## src/hdl/cls_defs.vh

```
// constants for the communication loss supervisor
`ifndef CLS_DEFS_VH
`define CLS_DEFS_VH

// ------------------------------------------------------------
// register offsets
// ------------------------------------------------------------
`define CLS_OFS_NODE      8'h00
`define CLS_OFS_RATE      8'h04
`define CLS_OFS_PTIMEOUT  8'h08
`define CLS_OFS_PREACT    8'h0C
`define CLS_OFS_APPLY     8'h10
`define CLS_OFS_FBEN      8'h14
`define CLS_OFS_FBREACT   8'h18
`define CLS_OFS_FBDELAY   8'h1C
`define CLS_OFS_STATUS    8'h20
`define CLS_OFS_FAULT     8'h24
`define CLS_OFS_SAFESPD   8'h28
`define CLS_OFS_SAFEFRQ   8'h2C
`define CLS_OFS_FILT      8'h30

// ------------------------------------------------------------
// reset values
// ------------------------------------------------------------
`define CLS_RST_NODE      16'h0001
`define CLS_RST_RATE      3'h4
`define CLS_RST_PTIMEOUT  16'h0064
`define CLS_RST_PREACT    3'h1
`define CLS_RST_FBREACT   3'h0
`define CLS_RST_FBDELAY   16'h0003

// ------------------------------------------------------------
// codes
// ------------------------------------------------------------
`define CLS_RATE_MIN      3'h1
`define CLS_RATE_MAX      3'h5
`define CLS_APPLY_DONE    1'b0
`define CLS_APPLY_RUN     1'b1
`define CLS_RE_NONE       3'h0
`define CLS_RE_FAULT      3'h1
`define CLS_RE_LAST       3'h2
`define CLS_RE_SAFE       3'h3
`define CLS_RE_FAULTALL   3'h4
`define CLS_RE_WARN       3'h5
`define CLS_FC_PANEL      16'h7081
`define CLS_FC_FIELDBUS   16'h7510
`define CLS_WC_PANEL      16'hA7EE
`define CLS_WC_FIELDBUS   16'hA7C1

// ------------------------------------------------------------
// timing
// ------------------------------------------------------------
`define CLS_CLK_NS        4
`define CLS_TICK_NS       100000000
`define CLS_TICK_CYC      (`CLS_TICK_NS / `CLS_CLK_NS)
`define CLS_FILT_TAU_NS   850000000
`define CLS_FILT_SHIFT    4
`define CLS_FILT_CYC      (`CLS_FILT_TAU_NS / `CLS_CLK_NS / 16)

`endif

```

## src/hdl/cls_loss_timer.v

```verilog
// break timer for one supervised link
`timescale 1ns/1ps

module cls_loss_timer
#(
	parameter CW = 16
)
(
	// clock and reset
	input  wire          mclk,
	input  wire          srst,
	// control
	input  wire          armed,
	input  wire          tick,
	input  wire          restart,
	input  wire [CW-1:0] limit,
	input  wire          strict,
	// result
	output reg           expired
);

	reg  [CW-1:0] count_reg;

	// saturate so a long break never wraps back under the limit
	always @(posedge mclk)
	begin
		if (srst || !armed || restart)
		begin
			count_reg <= {CW{1'b0}};
			expired   <= 1'b0;
		end
		else
		begin
			if (tick && (count_reg != {CW{1'b1}}))
				count_reg <= count_reg + 1'b1;
			expired <= strict ? (count_reg > limit)
				: (count_reg >= limit);
		end
	end

endmodule // cls_loss_timer

```

## src/hdl/cls_supervisor.v

```verilog
// panel and fieldbus communication loss supervisor
// ------------------------------------------------------------
// Behaviour
// - panel rate codes 1..5 select 38.4..230.4 kbit/s, default 4.
// - panel reaction fires only after a break longer than the timeout.
// - panel timeout counts tenths of a second, default 100.
// - panel reaction defaults to trip; code 0 ignores the break.
// - panel code 1 trips with fault code 7081.
// - panel code 2 warns and holds the 850 ms filtered speed.
// - panel code 3 warns and commands safe speed or safe frequency.
// - panel settings take effect only when apply is written with 1.
// - apply clears itself back to done after it has executed.
// - adapter enable defaults off; code 1 talks to slot one.
// - fieldbus reaction defaults to none; delay is its own setting.
// - fieldbus code 1 trips with code 7510 and coasts to stop.
// - fieldbus timer runs while no message update arrives.
// - fieldbus code 5 only warns.
// ------------------------------------------------------------
`timescale 1ns/1ps
`include "cls_defs.vh"

module cls_supervisor
#(
	parameter TICK_CYC = `CLS_TICK_CYC,
	parameter FILT_CYC = `CLS_FILT_CYC
)
(
	// clock and reset
	input  wire        mclk,
	input  wire        srst,
	// register port
	input  wire [7:0]  regAddr,
	input  wire [15:0] regWrData,
	input  wire        regWr,
	input  wire        regRd,
	output reg  [15:0] regRdData,
	// link activity
	input  wire        panelMsgValid,
	input  wire        fbMsgValid,
	// drive side
	input  wire [15:0] actualSpeed,
	input  wire        freqRefMode,
	input  wire        faultResetReq,
	// panel link settings in use
	output reg  [15:0] panelNodeId,
	output reg  [2:0]  panelRate,
	output reg         panelReconfig,
	// adapter
	output wire        fbEnabled,
	output wire [1:0]  fbSlot,
	// reactions
	output reg         trip,
	output reg         coastStop,
	output reg  [15:0] faultCode,
	output reg         panelWarning,
	output reg         fbWarning,
	output reg  [15:0] warnCode,
	output reg         speedOverride,
	output reg  [15:0] speedCmd
);

	// --------------------------------------------------------
	// staged and active settings
	// --------------------------------------------------------
	reg  [15:0] nodeStage_reg;
	reg  [2:0]  rateStage_reg;
	reg  [15:0] pTimeStage_reg;
	reg  [2:0]  pReactStage_reg;
	reg  [15:0] pTime_reg;
	reg  [2:0]  pReact_reg;
	reg         apply_reg;
	reg         apply_next;
	reg         fbEn_reg;
	reg  [2:0]  fbReact_reg;
	reg  [15:0] fbDelay_reg;
	reg  [15:0] safeSpd_reg;
	reg  [15:0] safeFrq_reg;

	wire wrNode  = regWr && (regAddr == `CLS_OFS_NODE);
	wire wrRate  = regWr && (regAddr == `CLS_OFS_RATE);
	wire wrPTime = regWr && (regAddr == `CLS_OFS_PTIMEOUT);
	wire wrPReac = regWr && (regAddr == `CLS_OFS_PREACT);
	wire wrApply = regWr && (regAddr == `CLS_OFS_APPLY);
	wire rateOk  = (regWrData[2:0] >= `CLS_RATE_MIN)
		&& (regWrData[2:0] <= `CLS_RATE_MAX)
		&& (regWrData[15:3] == 13'h0000);

	// a new request written in the clearing cycle is kept
	always @*
	begin
		if (wrApply)
			apply_next = regWrData[0];
		else if (apply_reg)
			apply_next = `CLS_APPLY_DONE;
		else
			apply_next = apply_reg;
	end

	always @(posedge mclk)
	begin
		if (srst)
		begin
			nodeStage_reg   <= `CLS_RST_NODE;
			rateStage_reg   <= `CLS_RST_RATE;
			pTimeStage_reg  <= `CLS_RST_PTIMEOUT;
			pReactStage_reg <= `CLS_RST_PREACT;
			panelNodeId     <= `CLS_RST_NODE;
			panelRate       <= `CLS_RST_RATE;
			pTime_reg       <= `CLS_RST_PTIMEOUT;
			pReact_reg      <= `CLS_RST_PREACT;
			apply_reg       <= `CLS_APPLY_DONE;
			panelReconfig   <= 1'b0;
			fbEn_reg        <= 1'b0;
			fbReact_reg     <= `CLS_RST_FBREACT;
			fbDelay_reg     <= `CLS_RST_FBDELAY;
			safeSpd_reg     <= 16'h0000;
			safeFrq_reg     <= 16'h0000;
		end
		else
		begin
			if (wrNode)
				nodeStage_reg <= regWrData;
			if (wrRate && rateOk)
				rateStage_reg <= regWrData[2:0];
			if (wrPTime)
				pTimeStage_reg <= regWrData;
			if (wrPReac && (regWrData[15:2] == 14'h0000))
				pReactStage_reg <= regWrData[2:0];
			apply_reg     <= apply_next;
			panelReconfig <= apply_reg;
			if (apply_reg)
			begin
				panelNodeId <= nodeStage_reg;
				panelRate   <= rateStage_reg;
				pTime_reg   <= pTimeStage_reg;
				pReact_reg  <= pReactStage_reg;
			end
			if (regWr && (regAddr == `CLS_OFS_FBEN))
				fbEn_reg <= regWrData[0];
			if (regWr && (regAddr == `CLS_OFS_FBREACT)
				&& (regWrData[15:0] <= 16'h0005))
				fbReact_reg <= regWrData[2:0];
			if (regWr && (regAddr == `CLS_OFS_FBDELAY))
				fbDelay_reg <= regWrData;
			if (regWr && (regAddr == `CLS_OFS_SAFESPD))
				safeSpd_reg <= regWrData;
			if (regWr && (regAddr == `CLS_OFS_SAFEFRQ))
				safeFrq_reg <= regWrData;
		end
	end

	assign fbEnabled = fbEn_reg;
	assign fbSlot    = {1'b0, fbEn_reg};

	// --------------------------------------------------------
	// tenth-second tick and filter tick
	// --------------------------------------------------------
	reg  [31:0] tickCnt_reg;
	reg  [31:0] filtCnt_reg;
	reg         tick_reg;
	reg         filtTick_reg;

	always @(posedge mclk)
	begin
		if (srst)
		begin
			tickCnt_reg  <= 32'h0000_0000;
			filtCnt_reg  <= 32'h0000_0000;
			tick_reg     <= 1'b0;
			filtTick_reg <= 1'b0;
		end
		else
		begin
			tick_reg     <= (tickCnt_reg == TICK_CYC - 1);
			filtTick_reg <= (filtCnt_reg == FILT_CYC - 1);
			if (tickCnt_reg == TICK_CYC - 1)
				tickCnt_reg <= 32'h0000_0000;
			else
				tickCnt_reg <= tickCnt_reg + 32'h0000_0001;
			if (filtCnt_reg == FILT_CYC - 1)
				filtCnt_reg <= 32'h0000_0000;
			else
				filtCnt_reg <= filtCnt_reg + 32'h0000_0001;
		end
	end

	// --------------------------------------------------------
	// break timers, channel 0 panel, channel 1 fieldbus
	// --------------------------------------------------------
	wire [1:0]  chArmed;
	wire [1:0]  chMsg;
	wire [1:0]  chStrict;
	wire [31:0] chLimit;
	wire [1:0]  chExp;

	assign chArmed  = {fbEn_reg && (fbReact_reg != `CLS_RE_NONE),
		pReact_reg != `CLS_RE_NONE};
	assign chMsg    = {fbMsgValid, panelMsgValid};
	// panel waits for longer than, fieldbus reacts on reaching
	assign chStrict = 2'b01;
	assign chLimit  = {fbDelay_reg, pTime_reg};

	genvar gi;
	generate
		for (gi = 0; gi < 2; gi = gi + 1)
		begin : gTimer
			cls_loss_timer #(.CW(16)) uTimer
			(
				.mclk    (mclk),
				.srst    (srst),
				.armed   (chArmed[gi]),
				.tick    (tick_reg),
				.restart (chMsg[gi]),
				.limit   (chLimit[gi*16 +: 16]),
				.strict  (chStrict[gi]),
				.expired (chExp[gi])
			);
		end
	endgenerate

	wire panelLoss = chExp[0];
	wire fbLoss    = chExp[1];

	// --------------------------------------------------------
	// 850 ms low-pass of actual speed
	// --------------------------------------------------------
	reg  signed [19:0] filtAcc_reg;
	wire signed [19:0] spdExt = {{4{actualSpeed[15]}}, actualSpeed};
	wire [15:0]        filtSpeed = filtAcc_reg[19:4];

	// one shift per step keeps it multiplier free
	always @(posedge mclk)
	begin
		if (srst)
			filtAcc_reg <= 20'sh0_0000;
		else if (filtTick_reg)
			filtAcc_reg <= filtAcc_reg + spdExt
				- (filtAcc_reg >>> `CLS_FILT_SHIFT);
	end

	// --------------------------------------------------------
	// reactions
	// --------------------------------------------------------
	wire pTrip  = panelLoss && (pReact_reg == `CLS_RE_FAULT);
	wire fbTrip = fbLoss && ((fbReact_reg == `CLS_RE_FAULT)
		|| (fbReact_reg == `CLS_RE_FAULTALL));
	wire pLast  = panelLoss && (pReact_reg == `CLS_RE_LAST);
	wire pSafe  = panelLoss && (pReact_reg == `CLS_RE_SAFE);
	wire fLast  = fbLoss && (fbReact_reg == `CLS_RE_LAST);
	wire fSafe  = fbLoss && (fbReact_reg == `CLS_RE_SAFE);
	wire fWarn  = fbLoss && (fbReact_reg == `CLS_RE_WARN);
	wire lastC  = pLast || fLast;
	wire safeC  = pSafe || fSafe;
	reg         lastDly_reg;

	always @(posedge mclk)
	begin
		if (srst)
		begin
			trip          <= 1'b0;
			coastStop     <= 1'b0;
			faultCode     <= 16'h0000;
			panelWarning  <= 1'b0;
			fbWarning     <= 1'b0;
			warnCode      <= 16'h0000;
			speedOverride <= 1'b0;
			speedCmd      <= 16'h0000;
			lastDly_reg   <= 1'b0;
		end
		else
		begin
			// a new break wins over a reset in the same cycle
			if (pTrip && !trip)
			begin
				trip      <= 1'b1;
				faultCode <= `CLS_FC_PANEL;
			end
			else if (fbTrip && !trip)
			begin
				trip      <= 1'b1;
				coastStop <= 1'b1;
				faultCode <= `CLS_FC_FIELDBUS;
			end
			else if (faultResetReq && !pTrip && !fbTrip)
			begin
				trip      <= 1'b0;
				coastStop <= 1'b0;
				faultCode <= 16'h0000;
			end
			panelWarning <= pLast || pSafe;
			fbWarning    <= fLast || fSafe || fWarn;
			if (pLast || pSafe)
				warnCode <= `CLS_WC_PANEL;
			else if (fLast || fSafe || fWarn)
				warnCode <= `CLS_WC_FIELDBUS;
			else
				warnCode <= 16'h0000;
			lastDly_reg   <= lastC;
			speedOverride <= lastC || safeC;
			// safe speed outranks the frozen speed
			if (safeC)
				speedCmd <= freqRefMode ? safeFrq_reg
					: safeSpd_reg;
			else if (lastC && !lastDly_reg)
				speedCmd <= filtSpeed;
			else if (!lastC)
				speedCmd <= 16'h0000;
		end
	end

	// --------------------------------------------------------
	// register read, data one cycle after the strobe
	// --------------------------------------------------------
	always @(posedge mclk)
	begin
		if (srst)
			regRdData <= 16'h0000;
		else if (regRd)
		begin
			case (regAddr)
				`CLS_OFS_NODE:     regRdData <= nodeStage_reg;
				`CLS_OFS_RATE:     regRdData <= {13'h0000, rateStage_reg};
				`CLS_OFS_PTIMEOUT: regRdData <= pTimeStage_reg;
				`CLS_OFS_PREACT:   regRdData <= {13'h0000, pReactStage_reg};
				`CLS_OFS_APPLY:    regRdData <= {15'h0000, apply_reg};
				`CLS_OFS_FBEN:     regRdData <= {15'h0000, fbEn_reg};
				`CLS_OFS_FBREACT:  regRdData <= {13'h0000, fbReact_reg};
				`CLS_OFS_FBDELAY:  regRdData <= fbDelay_reg;
				`CLS_OFS_STATUS:   regRdData <= {9'h000, speedOverride,
					coastStop, fbWarning, panelWarning, trip,
					fbLoss, panelLoss};
				`CLS_OFS_FAULT:    regRdData <= faultCode;
				`CLS_OFS_SAFESPD:  regRdData <= safeSpd_reg;
				`CLS_OFS_SAFEFRQ:  regRdData <= safeFrq_reg;
				`CLS_OFS_FILT:     regRdData <= filtSpeed;
				default:           regRdData <= 16'h0000;
			endcase
		end
		else
			regRdData <= 16'h0000;
	end

endmodule // cls_supervisor

```

## config.mk

```make
export PLATFORM = sky130hd
export DESIGN_NAME = cls_supervisor
export DESIGN_NICKNAME = d
export VERILOG_FILES = /design/src/hdl/cls_loss_timer.v /design/src/hdl/cls_supervisor.v
export VERILOG_INCLUDE_DIRS = /design/src /design/src/hdl
export SDC_FILE = /design/constraint.sdc
export NUM_CORES = 1
export LEC_CHECK = 0
export BUFFER_PORTS_ARGS = -buffer_cell sky130_fd_sc_hd__buf_2
export CORE_UTILIZATION = 60
export DETAILED_ROUTE_END_ITERATION = 16
export HOLD_SLACK_MARGIN = 0.15
export PLACE_DENSITY = 0.8
export SLEW_MARGIN = 20
export SYNTH_ARGS = -nofsm -noshare
export SYNTH_HDL_FRONTEND = slang
export SYNTH_HIERARCHICAL = 1
export SYNTH_SLANG_ARGS = --single-unit
export TNS_END_PERCENT = 20
```

## constraint.sdc

```tcl
create_clock -name mclk -period 3.2 [get_ports mclk]
set_input_delay 0 -clock mclk [delete_from_list [all_inputs] [get_ports mclk]]
set_output_delay 0 -clock mclk [all_outputs]
set_load 0.03 [all_outputs]
```

# Word level (Yosys, flattened, before mapping)
# Cells that the tools add are included.
totals:
  in_bits: 48
  word_cells: 149
  reg_bits: 312
classes:
  n_lt_le_gt_ge: 5
  n_eq_ne: 25
  n_mux: 13
  n_reduce_logical: 61
  bitwise: 3
  add_sub_neg: 6
ops:
  columns: ["op", "count"]
  rows:
  - ["16-bit case mux with 13 select lines", 1]
  - ["16-bit 2-to-1 mux", 6]
  - ["32-bit by 1-bit adder with 32-bit output, second input constant", 2]
  - ["15-bit 2-to-1 mux", 3]
  - ["8-bit by 6-bit == test with 1-bit output, second input constant", 5]
  - ["16-bit by 1-bit adder with 16-bit output, second input constant", 2]
  - ["32-bit by 24-bit == test with 1-bit output, second input constant", 1]
  - ["32-bit by 25-bit == test with 1-bit output, second input constant", 1]
  - ["8-bit by 5-bit == test with 1-bit output, second input constant", 4]
  - ["16-bit != test, second input constant", 2]
  - ["1-bit logical AND", 30]
  - ["20-bit by 16-bit adder with 20-bit output", 1]
  - ["20-bit by 16-bit subtractor with 20-bit output", 1]
  - ["8-bit by 4-bit == test with 1-bit output, second input constant", 2]
  - ["16-bit greater-or-equal comparator", 1]
  - ["16-bit greater-than comparator", 1]
  - ["16-bit by 3-bit less-or-equal comparator with 1-bit output, second input constant", 1]
  - ["14-bit zero test", 1]
  - ["13-bit zero test", 1]
  - ["3-bit by 2-bit == test with 1-bit output, second input constant", 4]
  - ["2-bit OR reduction", 6]
  - ["1-bit logical OR", 11]
  - ["3-bit nonzero test", 3]
  - ["8-bit by 3-bit == test with 1-bit output, second input constant", 1]
  - ["other kinds (11)", 22]

# Longest topological paths before layout
logic_depth:
  word_depth: 8
  mapped_depth: 11
  depth_no_buf: 11

# By module
# The synthesis kept the hierarchy.
modules_own_cells:
  columns: ["module", "area_each_um2", "instances", "cells_per_inst", "seq_area_each_um2"]
  rows:
  - ["cls_supervisor", 12667.1, 1, 1500, 5165.0]
  - ["cls_loss_timer", 1263.7, 2, 152, 340.3]

# Least setup slack after synthesis
# Ideal clock, no wire load.
synth_path:
  path_type: "reg-to-reg"
  startpoint: "register filtAcc_reg[8]"
  endpoint: "register filtAcc_reg[19]"
  required_ps: 3079
  slack_ps: 368
  synth_period_minus_slack_ps: 2832
  n_path_buf: 1
  path_stages_with_launch: 12
  arrival_ps: 2711
  path_cell_list: "dfxtp_1 -> inv_1 -> fa_1 -> inv_1 -> ha_1 -> buf_2 -> a21oi_1 -> o21ai_0 -> and3_1 -> o311a_1 -> a211oi_1 -> mux2_2"
synth_via:
  elab_chain_cells: 2
synth_rtl:
  columns: ["element", "line", "source"]
  rows:
  - ["from (decl)", "cls_supervisor.v:227", "reg signed [19:0] filtAcc_reg;"]
  - ["from (signal assigned)", "cls_supervisor.v:237", "filtAcc_reg <= filtAcc_reg + spdExt"]
  - ["20-bit by 16-bit adder with 20-bit output", "cls_supervisor.v:237", null]
  - ["20-bit by 16-bit subtractor with 20-bit output (*)", "cls_supervisor.v:237", null]
# Mark *: on every way between the ends. The rest lies on a longest branch, timed or not.
# A chain may end at the register's enable or synchronous reset.

# Final worst setup path
layout_path:
  startpoint: "register filtAcc_reg[12]"
  endpoint: "register filtAcc_reg[19]"
# The elaborated chain is that of the path after synthesis.

==> Flow_metrics.wiki <==
{| class="wikitable"
! Metric !! Value
|-
| Post-synth design cell area || 15200 µm²
|-
| Maximum resistive drop on vdd || 0.448 mV
|-
| Die Height || 161 µm
|-
| Clock Path Buffers || 3
|-
| Final total negative setup slack || 0 ns
|-
| Status || finished, final reports clean
|-
| Placed wire-length estimate || 30600 µm
|-
| Kind of cell with the highest combined delay on the critical path || adder cells
|-
| Clock slew at the register clock pins of the worst setup and hold paths || 0.06 ns
|-
| Largest fanout on the critical path || 7
|-
| Vias in the first global route || 12885
|-
| Synth Register Bits || 292
|-
| Post-layout util || 69.8%
|-
| MaxCap Viol Count || 0
|-
| Total I/O pin count || 140
|-
| Area of the die || 26000 µm²
|-
| Number of port buffers || 126
|-
| Overall power consumption || 7.71 mW
|-
| Cell area after placement || 15800 µm²
|-
| Post-Place Worst Slack || 0.123 ns
|-
| TritonCTS Buffers || 31
|-
| Lkg Pwr || 6.59 nW
|-
| Number of remaining DRC errors || 0
|-
| Series of cell instances along the critical path || inv_1, fa_1, inv_1, ha_1, nand4_1, nor3_1, o31ai_1, a211oi_1, mux2_2
|-
| Final wirelength || 42700 µm
|-
| Leading register cell type out of synthesis || dfxtp_1
|-
| Clk_skew || 0.0244 ns
|-
| Count of fill cells added during filler insertion || 1954
|-
| Final min period || 2.97 ns
|-
| Cell repeated most along the worst path || inv_1
|-
| Area of all placed cells without fillers || 17200 µm²
|-
| Post-CTS setup buffer count || 0
|-
| Average footprint of a synthesized cell || 8.42 µm²
|-
| Sequential element share of the synthesized area || 38.5%
|-
| Largest stage delay, worst path || 0.50 ns
|-
| Number of nets with antenna violations after detailed routing || 0
|-
| H-tree lvl count || 1
|-
| Proportion of register bits with asynchronous set or reset after synthesis || 0%
|-
| Period utilization || 92.7%
|-
| CTS sink cnt || 292
|-
| Overall routing resource usage || 32.6%
|-
| Hold Vio Cnt, Final || 0
|-
| Startpoint type of the worst setup path || flip-flop
|-
| Number of buffer and inverter instances along the worst setup path || 2
|-
| Detailed-route vias per instance || 6.20
|-
| Overall via count from detail_route || 13991
|-
| Clock root buffer || clkbuf_16
|-
| Type of the most critical hold path || input pin to flip-flop
|-
| Number of standard cells after synthesis || 1804
|-
| Min setup slack post-route || 0.233 ns
|-
| Power density cells || 449 nW/µm²
|-
| Worst Path Class, Setup || flip-flop to flip-flop
|-
| Setup violation total in the final timing report || 0
|-
| Wire length of the first global-routing pass || 68100 µm
|-
| Max Transition Viols Final || 0
|-
| Number of synthesized flops with an enable pin || 0
|-
| RePlAce Congestion || 0.964
|-
| Critical Path End Type || flip-flop
|-
| Core ar. || 24600 µm²
|-
| Pin count of the biggest net entering global routing || 93
|-
| Unrepaired setup endpoints after global routing || no
|-
| Endpoint arrival time on the critical path || 3.42 ns
|-
| Least-Margin Pin Slew || 1.02 ns
|-
| Routed length per instance || 18.9 µm
|-
| Distinct cell type count after synthesis || 91
|-
| Clock tree from TritonCTS || yes
|-
| Antenna violations before repair || 2
|-
| Fraction of layout instances using a drive strength above 1 || 13.6%
|-
| Row count || 57
|-
| Count of routing violations after the opening detailed-route iteration || 1431
|-
| Crit-path slowest cell || fa_1
|-
| Die outline width || 161 µm
|-
| Synth Warn # || 6
|-
| Total iterations of the first detailed-routing run || 9
|-
| Total number of nets in the final design || 2039
|-
| P&R area growth vs syn || 13.1%
|-
| Remaining global-route overflow || 0
|-
| Worst slew slack as a fraction of its limit || 31.8%
|-
| Achievable frequency || 0.337 GHz
|-
| Clk Latency, worst-skew pair || 0.58 ns
|-
| Starting utilization of the core area || 61.8%
|-
| CP required || 3.65 ns
|}
metrics by stage:
stage          hold slack, ns  cells
2_1_floorplan           0.124   1817
3_3_place_gp            0.308   2172
3_5_place_dp            0.313   2172
4_1_cts                 0.172   2256
5_1_grt                 0.227   2257
6_report                0.213   2257
final cells by class:
cell class | instances | area (µm²) | share of cell area [%]
Antenna cell | 1 | 2.50 | 0.0146
Clock buffer | 45 | 898 | 5.23
Clock inverter | 6 | 101 | 0.590
Inverter | 129 | 484 | 2.82
Multi-Input combinational cell | 1280 | 8320 | 48.4
Sequential cell | 292 | 5850 | 34.0
Tap cell | 324 | 405 | 2.36
Timing Repair Buffer | 180 | 1120 | 6.53
cells in the final DEF, fill, tap and decap left out, drive strengths merged, types with 6 or more instances in the layout:
master,synthesis,routed
dfxtp,292,292
nand2,246,246
nor2,167,167
a21oi,151,151
buf,65,147
inv,128,130
nand3,95,95
ha,58,58
mux2i,52,52
clkbuf,51,45
xor2,38,38
o21ai,36,36
a22oi,35,35
dlygate4sd3,0,33
nand4,32,32
xnor2,28,28
and3,26,26
nor4,25,25
nor3,24,24
a31oi,22,22
mux2,21,21
fa,19,19
or4,15,15
conb,2,15
and4,14,14
o31ai,13,13
or3,12,12
a22o,11,11
a222oi,11,11
and2,11,11
a21o,10,10
o211ai,7,7
a221oi,7,7
nand3b,6,6
metal layers:
metal | share of wire [%] | track usage (%)
met3 | 8.7 | 5.29
met4 | 3.9 | 12.5
met1 | 42 | 44.5
met2 | 45 | 51.6
met5 | 0 | 0
tightest hold or removal path, stage by stage:
cell and delay, ns:
buf_2 0.25, mux2_2 0.29, a22oi_1 0.06, a21oi_1 0.13
cell families after synthesis:
logic type,synth area share (%)
other,0.0494
muxes,5.13
DFF,38.5
xor gates and xnor gates,3.80
adders and majority gates,7.28
and+or+nand+nor,23.0
AOI/OAI and AO/OA,14.9
buffers and inverters,7.34
power breakdown:
part,internal [mW],switching [mW],leakage [nW]
logic,0.174,0.328,3.75
clock network,2.09,1.46,0.493
registers,3.64,0.00901,2.35
total,5.91,1.80,6.59
synthesized netlist by cell type, types with 23 or more instances:
| library cell | instances | area share [%] |
|---|---|---|
| o21ai_0 | 34 | 1.1 |
| a21oi_1 | 151 | 5.0 |
| nand2_1 | 242 | 6.0 |
| dfxtp_1 | 292 | 38 |
| nor3_1 | 23 | 0.76 |
| buf_4 | 38 | 1.9 |
| nor2_1 | 166 | 4.1 |
| and3_1 | 24 | 0.99 |
| xor2_1 | 38 | 2.2 |
| ha_1 | 58 | 4.8 |
| clkbuf_1 | 49 | 1.2 |
| inv_1 | 128 | 3.2 |
| nand3_1 | 93 | 3.1 |
| a22oi_1 | 35 | 1.7 |
| xnor2_1 | 28 | 1.6 |
| nand4_1 | 28 | 1.2 |
| mux2i_1 | 52 | 3.4 |
repair_timing:
action,4_1_cts,5_1_grt
resized for setup,0,5
hold buffers,33,0
setup endpoints to repair,0,2
hold endpoints to repair,180,0
path summary, 6_finish.rpt:
path                           to  slack, ns  cells past startpoint             from
setup / recovery  filtAcc_reg[19]       0.23                      9  filtAcc_reg[12]
hold / removal        speedCmd[8]       0.21                      4      freqRefMode
setup reg to reg  filtAcc_reg[19]       0.23                      9  filtAcc_reg[12]
hold reg to reg       speedCmd[0]       0.46                      2      speedCmd[0]
(Power assumes the default switching activity.)
